--- config.mk ---
export PLATFORM = sky130hd
export DESIGN_NAME = ufc_enh_cfg
export DESIGN_NICKNAME = d
export VERILOG_FILES = /design/src/rtl/ufc_pkg.sv /design/src/rtl/ufc_enh_cfg.sv /design/src/rtl/ufc_trig_sel.sv
export VERILOG_INCLUDE_DIRS = /design/src /design/src/rtl
export SDC_FILE = /design/constraint.sdc
export NUM_CORES = 1
export LEC_CHECK = 0
export BUFFER_PORTS_ARGS = -buffer_cell sky130_fd_sc_hd__buf_2
export CAP_MARGIN = 20
export CORE_ASPECT_RATIO = 0.6
export CORE_MARGIN = 8
export CORE_UTILIZATION = 40
export CTS_CLUSTER_SIZE = 40
export DETAILED_ROUTE_END_ITERATION = 7
export PLACE_DENSITY = 0.61
export SLEW_MARGIN = 10
export SYNTH_ARGS = -nofsm -noshare
export SYNTH_HDL_FRONTEND = slang
export SYNTH_HIERARCHICAL = 1
export SYNTH_SLANG_ARGS = --single-unit
--- constraint.sdc ---
create_clock -name clock -period 2.5 [get_ports clock]
set_input_delay 0.125 -clock clock [delete_from_list [all_inputs] [get_ports clock]]
set_output_delay 0.125 -clock clock [all_outputs]
set_load 0.02 [all_outputs]
--- src/rtl/ufc_cfg.svh ---
`ifndef UFC_CFG_SVH
`define UFC_CFG_SVH

// Register offsets on the 3-bit host address
`define UFC_OFF_DLL      3'h0
`define UFC_OFF_DLH      3'h1
`define UFC_OFF_IER      3'h1
`define UFC_OFF_EFR      3'h2
`define UFC_OFF_FCR      3'h2
`define UFC_OFF_LCR      3'h3
`define UFC_OFF_MCR      3'h4
`define UFC_OFF_TCR      3'h6
`define UFC_OFF_TLR      3'h7
`define UFC_OFF_FRDY     3'h7
`define UFC_OFF_XOFF2    3'h7

// Line control value that opens the enhanced register space
`define UFC_LCR_EFR_KEY  8'hBF
`define UFC_LCR_DLAB     7

// Field positions
`define UFC_EFR_ENH      4
`define UFC_EFR_SPEC     5
`define UFC_EFR_ARTS     6
`define UFC_EFR_ACTS     7
`define UFC_IER_SLEEP    4
`define UFC_MCR_RTS      1
`define UFC_MCR_FRDY     2
`define UFC_MCR_LOOP     4
`define UFC_MCR_TRIG_EN  6
`define UFC_FCR_FIFO_EN  0
`define UFC_FCR_TXT_LSB  4
`define UFC_FCR_RXT_LSB  6

// Bits that only move while enhanced functions are enabled
`define UFC_IER_ENH_MASK 8'hF0
`define UFC_FCR_ENH_MASK 8'h30
`define UFC_MCR_ENH_MASK 8'hE0

// Reset values
`define UFC_RST_REG      8'h00
`define UFC_RST_LCR      8'h00

// FIFO control trigger tables, bytes
`define UFC_FCR_TX_TRIG0 7'h08
`define UFC_FCR_TX_TRIG1 7'h10
`define UFC_FCR_TX_TRIG2 7'h20
`define UFC_FCR_TX_TRIG3 7'h38
`define UFC_FCR_RX_TRIG0 7'h08
`define UFC_FCR_RX_TRIG1 7'h10
`define UFC_FCR_RX_TRIG2 7'h38
`define UFC_FCR_RX_TRIG3 7'h3C

`endif

--- src/rtl/ufc_pkg.sv ---
package ufc_pkg;

    typedef logic [6:0] ufc_level_t;

    typedef struct packed {
        logic [1:0] channel_select_n;
        logic       rd_n;
        logic       wr_n;
        logic [2:0] addr;
        logic [7:0] wdata;
    } ufc_bus_t;

    typedef struct packed {
        ufc_level_t rx_level;
        ufc_level_t tx_space;
        logic       rx_timeout;
        logic       rx_vld;
        logic [7:0] rx_char;
        logic       cts_n;
    } ufc_chan_in_t;

    typedef struct packed {
        logic        rts_n;
        logic        tx_halt;
        logic        loopback;
        logic        sleep;
        logic [3:0]  sw_flow_mode;
        logic [15:0] divisor;
        ufc_level_t  tx_trig;
        ufc_level_t  rx_trig;
    } ufc_chan_out_t;

    typedef enum logic {RTS_RUN, RTS_HALT} ufc_rts_t;

    // Four-bit level field to bytes
    function automatic ufc_level_t ufc_quad(input logic [3:0] field);
        ufc_quad = {1'b0, field, 2'b00};
    endfunction : ufc_quad

endpackage : ufc_pkg

--- src/rtl/ufc_enh_cfg.sv ---
// Operation
// RULE1 - Enhanced enable clear blocks writes to INTERRUPT_ENABLE_REG 7:4, FIFO_CONTROL_REG 5:4, MODEM_CONTROL_REG 7:5.
// RULE2 - Low four enhanced feature bits select software flow mode.
// RULE3 - Special detect compares received characters with second stop; match flags INTERRUPT_IDENT_REG bit 4.
// RULE4 - Auto RTS raises RTS at halt level, lowers at resume level.
// RULE5 - Auto CTS halts transmitter while CTS input is high.
// RULE6 - Baud divisor is sixteen bits, high byte and low byte registers.
// RULE7 - Divisor writes accepted only while sleep enable is clear.
// RULE8 - Flow threshold holds halt level low nibble, resume level high nibble.
// RULE9 - Flow threshold writable only with enhanced enable and MODEM_CONTROL_REG bit 6.
// RULE10 - Software keeps halt above resume; hardware does not check.
// RULE11 - Trigger register holds TX spaces low, RX characters high, level over four.
// RULE12 - Trigger register writable only with enhanced enable and MODEM_CONTROL_REG bit 6.
// RULE13 - Zero trigger field uses FIFO control level, nonzero overrides it.
// RULE14 - Ready bits 0 and 1 show enough TX free spaces per channel.
// RULE15 - Ready bits 4 and 5 show RX above trigger or timeout.
// RULE16 - Ready register shows live status; bits 3:2 and 7:6 read zero.
// RULE17 - Ready register read-only at address 7 with select, MODEM_CONTROL_REG bit 2, no loopback.
// RULE18 - MODEM_CONTROL_REG bit 6 opens threshold and trigger registers.
// RULE19 - MODEM_CONTROL_REG bit 4 enters internal loopback.
// RULE20 - INTERRUPT_ENABLE_REG bit 4 enables sleep mode.
// RULE21 - Each threshold field times four gives bytes for comparison.
`timescale 1ns/10ps
`include "ufc_cfg.svh"
module ufc_enh_cfg
    import ufc_pkg::*;
#(
    parameter int NCH = 2                  // Channel count
)(
    input  wire logic          clock,          // 10 MHz system clock
    input  wire logic          nrst,           // Synchronous reset, active low
    input  wire ufc_bus_t      bus,            // Host parallel bus
    output logic [7:0]         rdata,          // Read data, held until next read
    input  wire ufc_chan_in_t  chan_in [NCH],  // Per-channel FIFO and line status
    output ufc_chan_out_t      chan_out [NCH]  // Per-channel configuration
);

    logic [7:0]    lcr_reg   [NCH];
    logic [7:0]    efr_reg   [NCH];
    logic [7:0]    ier_reg   [NCH];
    logic [7:0]    fcr_reg   [NCH];
    logic [7:0]    mcr_reg   [NCH];
    logic [7:0]    dll_reg   [NCH];
    logic [7:0]    dlh_reg   [NCH];
    logic [7:0]    tcr_reg   [NCH];
    logic [7:0]    tlr_reg   [NCH];
    logic [7:0]    xoff2_reg [NCH];
    logic          spec_reg  [NCH];
    ufc_rts_t      rts_reg   [NCH];
    ufc_rts_t      rts_next  [NCH];
    logic          wr_d_reg;
    logic          rd_d_reg;
    logic [7:0]    rdata_reg;
    ufc_chan_out_t out_reg   [NCH];
    ufc_level_t    tx_trig   [NCH];
    ufc_level_t    rx_trig   [NCH];
    logic          tx_ok     [NCH];
    logic          rx_ok     [NCH];
    logic          wr_pulse;
    logic          rd_pulse;
    logic          rd_ch;
    logic [7:0]    frdy;
    logic [7:0]    rd_mux;

    function automatic logic key_open(input logic [7:0] lcr);
        key_open = (lcr == `UFC_LCR_EFR_KEY);
    endfunction : key_open

    function automatic logic trig_open(input logic [7:0] enhanced_feature_control, input logic [7:0] modem_control_reg);
        trig_open = enhanced_feature_control[`UFC_EFR_ENH] & modem_control_reg[`UFC_MCR_TRIG_EN];
    endfunction : trig_open

    // Locked bits keep their old value unless enhanced functions are on
    function automatic logic [7:0] merge(input logic [7:0] old_v, input logic [7:0] new_v,
                                         input logic [7:0] lock, input logic enh);
        merge = enh ? new_v : ((new_v & ~lock) | (old_v & lock));
    endfunction : merge

    // One access per falling strobe, however long the host holds it low
    assign wr_pulse = ~bus.wr_n & wr_d_reg;
    assign rd_pulse = ~bus.rd_n & rd_d_reg;
    assign rd_ch    = bus.channel_select_n[0];

    always_ff @(posedge clock) begin
        if (!nrst) begin
            wr_d_reg <= 1'b1;
            rd_d_reg <= 1'b1;
        end else begin
            wr_d_reg <= bus.wr_n;
            rd_d_reg <= bus.rd_n;
        end
    end

    genvar g;
    generate
        for (g = 0; g < NCH; g++) begin : g_trig
            ufc_trig_sel u_trig (
                .fifo_trigger_level     (tlr_reg[g]),
                .fifo_control_reg     (fcr_reg[g]),
                .tx_trig (tx_trig[g]),
                .rx_trig (rx_trig[g])
            );
            // RULE14 enough TX spaces
            assign tx_ok[g] = (chan_in[g].tx_space >= tx_trig[g]);
            // RULE15 RX above trigger
            assign rx_ok[g] = (chan_in[g].rx_level > rx_trig[g]) | chan_in[g].rx_timeout;
        end
    endgenerate

    // RULE16 live status, unused zero
    assign frdy = {2'b00, rx_ok[1], rx_ok[0], 2'b00, tx_ok[1], tx_ok[0]};

    // Host configuration writes; both channels take a write when both selected
    always_ff @(posedge clock) begin
        if (!nrst) begin
            for (int c = 0; c < NCH; c++) begin
                lcr_reg[c]   <= `UFC_RST_LCR;
                efr_reg[c]   <= `UFC_RST_REG;
                ier_reg[c]   <= `UFC_RST_REG;
                fcr_reg[c]   <= `UFC_RST_REG;
                mcr_reg[c]   <= `UFC_RST_REG;
                dll_reg[c]   <= `UFC_RST_REG;
                dlh_reg[c]   <= `UFC_RST_REG;
                tcr_reg[c]   <= `UFC_RST_REG;
                tlr_reg[c]   <= `UFC_RST_REG;
                xoff2_reg[c] <= `UFC_RST_REG;
            end
        end else if (wr_pulse) begin
            for (int c = 0; c < NCH; c++) begin
                if (!bus.channel_select_n[c]) begin
                    case (bus.addr)
                        `UFC_OFF_DLL: begin
                            // RULE7 divisor frozen in sleep
                            if (lcr_reg[c][`UFC_LCR_DLAB] && !ier_reg[c][`UFC_IER_SLEEP]) begin
                                dll_reg[c] <= bus.wdata;
                            end
                        end
                        `UFC_OFF_IER: begin
                            if (lcr_reg[c][`UFC_LCR_DLAB]) begin
                                // RULE7 divisor frozen in sleep
                                if (!ier_reg[c][`UFC_IER_SLEEP]) begin
                                    dlh_reg[c] <= bus.wdata;
                                end
                            end else begin
                                // RULE1 enhanced INTERRUPT_ENABLE_REG bits locked
                                ier_reg[c] <= merge(ier_reg[c], bus.wdata, `UFC_IER_ENH_MASK,
                                                    efr_reg[c][`UFC_EFR_ENH]);
                            end
                        end
                        `UFC_OFF_EFR: begin
                            if (key_open(lcr_reg[c])) begin
                                efr_reg[c] <= bus.wdata;
                            end else begin
                                // RULE1 enhanced FIFO_CONTROL_REG bits locked
                                fcr_reg[c] <= merge(fcr_reg[c], bus.wdata, `UFC_FCR_ENH_MASK,
                                                    efr_reg[c][`UFC_EFR_ENH]);
                            end
                        end
                        `UFC_OFF_LCR: begin
                            lcr_reg[c] <= bus.wdata;
                        end
                        `UFC_OFF_MCR: begin
                            if (!key_open(lcr_reg[c])) begin
                                // RULE1 enhanced MODEM_CONTROL_REG bits locked
                                mcr_reg[c] <= merge(mcr_reg[c], bus.wdata, `UFC_MCR_ENH_MASK,
                                                    efr_reg[c][`UFC_EFR_ENH]);
                            end
                        end
                        `UFC_OFF_TCR: begin
                            // RULE9 threshold write gate
                            // RULE18 MODEM_CONTROL_REG bit 6 opens access
                            if (trig_open(efr_reg[c], mcr_reg[c]) && !key_open(lcr_reg[c])) begin
                                tcr_reg[c] <= bus.wdata;
                            end
                        end
                        `UFC_OFF_TLR: begin
                            if (key_open(lcr_reg[c])) begin
                                xoff2_reg[c] <= bus.wdata;
                            // RULE12 trigger write gate
                            end else if (trig_open(efr_reg[c], mcr_reg[c])) begin
                                tlr_reg[c] <= bus.wdata;
                            end
                        end
                        default: begin
                        end
                    endcase
                end
            end
        end
    end

    // Special character flag; a match in the clearing cycle survives
    always_ff @(posedge clock) begin
        if (!nrst) begin
            for (int c = 0; c < NCH; c++) begin
                spec_reg[c] <= 1'b0;
            end
        end else begin
            for (int c = 0; c < NCH; c++) begin
                // RULE3 second stop match
                if (efr_reg[c][`UFC_EFR_SPEC] && chan_in[c].rx_vld &&
                    chan_in[c].rx_char == xoff2_reg[c]) begin
                    spec_reg[c] <= 1'b1;
                end else if (rd_pulse && !bus.channel_select_n[c] && (rd_ch == c[0]) &&
                             bus.addr == `UFC_OFF_EFR && !key_open(lcr_reg[c])) begin
                    spec_reg[c] <= 1'b0;
                end
            end
        end
    end

    // Auto RTS hysteresis; relies on halt above resume
    always_comb begin
        for (int c = 0; c < NCH; c++) begin
            rts_next[c] = rts_reg[c];
            if (!efr_reg[c][`UFC_EFR_ARTS]) begin
                rts_next[c] = RTS_RUN;
            end else begin
                case (rts_reg[c])
                    RTS_RUN: begin
                        // RULE4 halt level reached
                        // RULE8 halt low, resume high nibble
                        // RULE21 field times four
                        if (chan_in[c].rx_level >= ufc_quad(tcr_reg[c][3:0])) begin
                            rts_next[c] = RTS_HALT;
                        end
                    end
                    RTS_HALT: begin
                        // RULE4 resume level reached
                        if (chan_in[c].rx_level <= ufc_quad(tcr_reg[c][7:4])) begin
                            rts_next[c] = RTS_RUN;
                        end
                    end
                    default: begin
                        rts_next[c] = RTS_RUN;
                    end
                endcase
            end
        end
    end

    always_ff @(posedge clock) begin
        if (!nrst) begin
            for (int c = 0; c < NCH; c++) begin
                rts_reg[c] <= RTS_RUN;
            end
        end else begin
            for (int c = 0; c < NCH; c++) begin
                rts_reg[c] <= rts_next[c];
            end
        end
    end

    // Outputs to the serial side, all registered
    always_ff @(posedge clock) begin
        if (!nrst) begin
            for (int c = 0; c < NCH; c++) begin
                out_reg[c] <= '0;
                out_reg[c].rts_n <= 1'b1;
            end
        end else begin
            for (int c = 0; c < NCH; c++) begin
                // RULE4 pin follows flow state
                out_reg[c].rts_n <= efr_reg[c][`UFC_EFR_ARTS] ? (rts_reg[c] == RTS_HALT)
                                                             : ~mcr_reg[c][`UFC_MCR_RTS];
                // RULE5 CTS high halts
                out_reg[c].tx_halt <= efr_reg[c][`UFC_EFR_ACTS] & chan_in[c].cts_n;
                // RULE19 internal loopback
                out_reg[c].loopback <= mcr_reg[c][`UFC_MCR_LOOP];
                // RULE20 sleep enable
                out_reg[c].sleep <= ier_reg[c][`UFC_IER_SLEEP];
                // RULE2 software flow select
                out_reg[c].sw_flow_mode <= efr_reg[c][3:0];
                // RULE6 divisor high and low
                out_reg[c].divisor <= {dlh_reg[c], dll_reg[c]};
                out_reg[c].tx_trig <= tx_trig[c];
                out_reg[c].rx_trig <= rx_trig[c];
            end
        end
    end

    assign chan_out = out_reg;

    // Read mux for the lowest selected channel
    always_comb begin
        rd_mux = 8'h00;
        case (bus.addr)
            `UFC_OFF_DLL: begin
                rd_mux = lcr_reg[rd_ch][`UFC_LCR_DLAB] ? dll_reg[rd_ch] : 8'h00;
            end
            `UFC_OFF_IER: begin
                rd_mux = lcr_reg[rd_ch][`UFC_LCR_DLAB] ? dlh_reg[rd_ch] : ier_reg[rd_ch];
            end
            `UFC_OFF_EFR: begin
                if (key_open(lcr_reg[rd_ch])) begin
                    rd_mux = efr_reg[rd_ch];
                end else begin
                    rd_mux = {{2{fcr_reg[rd_ch][`UFC_FCR_FIFO_EN]}}, 1'b0, spec_reg[rd_ch],
                              3'b000, ~spec_reg[rd_ch]};
                end
            end
            `UFC_OFF_LCR: begin
                rd_mux = lcr_reg[rd_ch];
            end
            `UFC_OFF_MCR: begin
                rd_mux = key_open(lcr_reg[rd_ch]) ? 8'h00 : mcr_reg[rd_ch];
            end
            `UFC_OFF_TCR: begin
                rd_mux = trig_open(efr_reg[rd_ch], mcr_reg[rd_ch]) ? tcr_reg[rd_ch] : 8'h00;
            end
            `UFC_OFF_FRDY: begin
                if (key_open(lcr_reg[rd_ch])) begin
                    rd_mux = xoff2_reg[rd_ch];
                // RULE17 ready register access
                end else if (mcr_reg[rd_ch][`UFC_MCR_FRDY] && !mcr_reg[rd_ch][`UFC_MCR_LOOP]) begin
                    rd_mux = frdy;
                end else if (trig_open(efr_reg[rd_ch], mcr_reg[rd_ch])) begin
                    rd_mux = tlr_reg[rd_ch];
                end
            end
            default: begin
                rd_mux = 8'h00;
            end
        endcase
    end

    always_ff @(posedge clock) begin
        if (!nrst) begin
            rdata_reg <= 8'h00;
        end else if (rd_pulse && bus.channel_select_n != 2'b11) begin
            rdata_reg <= rd_mux;
        end
    end

    assign rdata = rdata_reg;

    // Checks on channel 0
    logic wr0;
    logic rd0;
    assign wr0 = wr_pulse & ~bus.channel_select_n[0];
    assign rd0 = rd_pulse & ~bus.channel_select_n[0];
endmodule : ufc_enh_cfg

--- src/rtl/ufc_trig_sel.sv ---
`timescale 1ns/10ps
`include "ufc_cfg.svh"
module ufc_trig_sel
    import ufc_pkg::*;
(
    input  wire logic [7:0] fifo_trigger_level,     // Trigger level register
    input  wire logic [7:0] fifo_control_reg,     // FIFO control register
    output ufc_level_t      tx_trig, // Effective TX trigger, spaces
    output ufc_level_t      rx_trig  // Effective RX trigger, characters
);

    logic [1:0] tx_code;
    logic [1:0] rx_code;
    ufc_level_t tx_fcr;
    ufc_level_t rx_fcr;

    assign tx_code = fifo_control_reg[`UFC_FCR_TXT_LSB +: 2];
    assign rx_code = fifo_control_reg[`UFC_FCR_RXT_LSB +: 2];

    always_comb begin
        case (tx_code)
            2'h0:    tx_fcr = `UFC_FCR_TX_TRIG0;
            2'h1:    tx_fcr = `UFC_FCR_TX_TRIG1;
            2'h2:    tx_fcr = `UFC_FCR_TX_TRIG2;
            default: tx_fcr = `UFC_FCR_TX_TRIG3;
        endcase
        case (rx_code)
            2'h0:    rx_fcr = `UFC_FCR_RX_TRIG0;
            2'h1:    rx_fcr = `UFC_FCR_RX_TRIG1;
            2'h2:    rx_fcr = `UFC_FCR_RX_TRIG2;
            default: rx_fcr = `UFC_FCR_RX_TRIG3;
        endcase
    end

    // RULE13 zero field falls back
    // RULE11 field holds level over four
    assign tx_trig = (fifo_trigger_level[3:0] == 4'h0) ? tx_fcr : ufc_quad(fifo_trigger_level[3:0]);
    assign rx_trig = (fifo_trigger_level[7:4] == 4'h0) ? rx_fcr : ufc_quad(fifo_trigger_level[7:4]);

endmodule : ufc_trig_sel

==> flow_summary.yaml <==
run_status:
  run_status: "finished with violations"
  violations: "negative setup slack"
drt:
  antenna_left: 0
  viasPerCell: 5.35
  drc: 0
  routed_wl_um: 36200
  drt-initial-drc-count: 1059
  wl_per_cell_um: 22.6
  vias: 8566
  drt-pass1-iter-count: 5
timing:
  fin_skew_ns: 0.0111
  period_share_pct: 101
  slew_headroom_pct: 46.7
  worst_pin_slew_ns: 0.800
  min_period_ns: 2.51
  hold_slack_ns: 0.0331
  timing.fmax_mhz: 398
  hold_viol_final: 0
  setup_viol: 1
  worst_slack_ns: -0.0135
  rsz0062_at_grt: "true"
  slew_viol_final: 0
floorplan:
  die_h_um: 146
  die_area_mm2: 0.0340
  fp.dieW_um: 233
  rows: 47
  core_area_mm2: 0.0276
  ios: 151
  initial_core_util_pct: 40.8
cells_and_area:
  fin_util_pct: 49.8
  antenna_cells: 0
  final_cell_area_mm2: 0.0138
  drive_gt1_share_pct: 23.3
  layout.nets: 1334
  largest_reg_flops: 76
  stdcell_count: 1600
  syn2layout_area_growth_pct: 22.0
logic_synthesis:
  syn_inst: 1007
  yosysWarnings: 6
  syn_area_per_cell_um2: 11.2
  syn-cell-area_mm2: 0.0113
power_and_ir_drop:
  power_density_mw_per_mm2: 669
  finalPower_mw: 9.21
  vdd_drop_max_uv: 372
  power.leakage_nw: 5.68
global_route:
  grt_usage_pct: 20.4
  grt_pass1_vias: 8168
  grt_overflow: 0
  grt_pass1_wl_um: 52800
  antenna_found_initial: 1
  grt_max_degree: 84
job:
  maxCapViolCount: 0
worst_setup_path:
  slowest_delay_ns: 0.44
  worstPathArrival_ns: 2.91
  path_class: "flop to flop"
  startpoint_type: "flop"
  ff2ff_setup_slack_ns: -0.01
  worstReg2RegEnd: "rdata[5]"
  cp_max_fo: 3
  path_cells: "buf_6 > inv_1 > a41o_2 > inv_1 > ha_1 > a21oi_1 > a21oi_1 > nor4_2 > o32ai_1 > o21a_1 > o311a_1"
  crit_required_ns: 2.90
  cpMaxStageDelayCell: "edfxtp_1"
  reg2reg_depth: 11
  timing.rr.start: "tlr_reg[1][7]"
  end_kind: "flop"
place:
  hpwl_um: 27500
  dpl.cell_count: 1541
  place_area_mm2: 0.0127
  place_congestion: 0.985
  io_buffers: 150
clocking:
  cts.path.max_buffers: 3
  root_buffer: "clkbuf_16"
  cts_tree: "done"
  cts_buffers: 23
  clkSinkCount: 244
  h-tree-depth: 1
  clkTransAtPathRegs_ns: 0.06
  clock_latency_ns: 0.52
worst_hold_path:
  hp-start: "chan_in[49]"
  hold_class: "primary input to flop"
  worstHoldEndpoint: "rts_reg[0][0]"
  hold_path_depth: 4
per-stage QoR:
| stage | TNS [ns] | setup WS, ns |
|---|---|---|
| after floorplan | 0 | 0.242 |
| after global placement | -0.00767 | -0.00767 |
| after detailed placement | -0.0785 | -0.0785 |
| after CTS | 0 | 0.00437 |
| after global routing | -0.128 | -0.128 |
| final | -0.0135 | -0.0135 |
how the worst max path moves through the flow:
| stage | to | start |
|---|---|---|
| 2_1_floorplan | rdata[5] | tlr_reg[1][5] |
| 3_3_place_gp | rdata[5] | tlr_reg[1][7] |
| 3_5_place_dp | rdata[5] | tlr_reg[1][7] |
| 4_1_cts | rdata[5] | tlr_reg[1][5] |
| 5_1_grt | rdata[5] | tlr_reg[1][7] |
| 6_report | rdata[5] | tlr_reg[1][7] |
cell usage in the layout, fill, tap and decap left out, drive strengths merged, types with 6 or more instances in the layout:
cell,count
dlygate4sd3,12
ha,50
a21oi,52
mux2i,53
o22ai,8
clkbuf,29
a21o,6
dfxtp,89
nand2,42
buf,224
xnor2,12
nand3b,9
conb,12
clkinv,9
o21ai,46
nand2b,27
and2,76
nor2b,11
inv,63
edfxtp,155
nor3,44
nand4,10
nor2,79
o41ai,8
a211oi,17
o221ai,8
layer usage:
metal / share of wire [%] / routed length (µm) / global-route usage (%) / vias to the layer above
li1: - / - / - / 4025
met1: 46 / 16700 / 31.1 / 4027
met2: 39 / 14100 / 27.2 / 471
met3: 13 / 4840 / 7.72 / 43
met4: 1.5 / 536 / 3.18 / 0
met5: 0 / 0 / 0 / -
layout make-up:
cell class	instances	area, µm²
Fill cell	2514	13900
Timing Repair Buffer	236	1440
Tap cell	367	459
Clock inverter	12	165
Sequential cell	244	6440
Multi-Input combinational cell	648	4400
Clock buffer	29	629
Inverter	64	240
power breakdown:
part / switching, mW / internal, mW
logic: 0.599 / 0.356
clock network: 1.54 / 2.20
registers: 0.0903 / 4.42
total: 2.23 / 6.98
timing repair:
item,CTS,global route
endpoints found under the hold margin,15,0
resized for setup,2,15
endpoints found under the setup margin,1,4
buffers inserted,4,2
hold buffers,12,0
pin swaps,2,1
critical path, delay by kind of cell, from the launching register on:
family	cells	cell delay, ns
AOI/OAI and AO/OA	6	1.18
DFF	1	0.44
buffers and inverters	3	0.30
adders and majority gates	1	0.30
and+or+nand+nor	1	0.18
(Power assumes the default switching activity.)
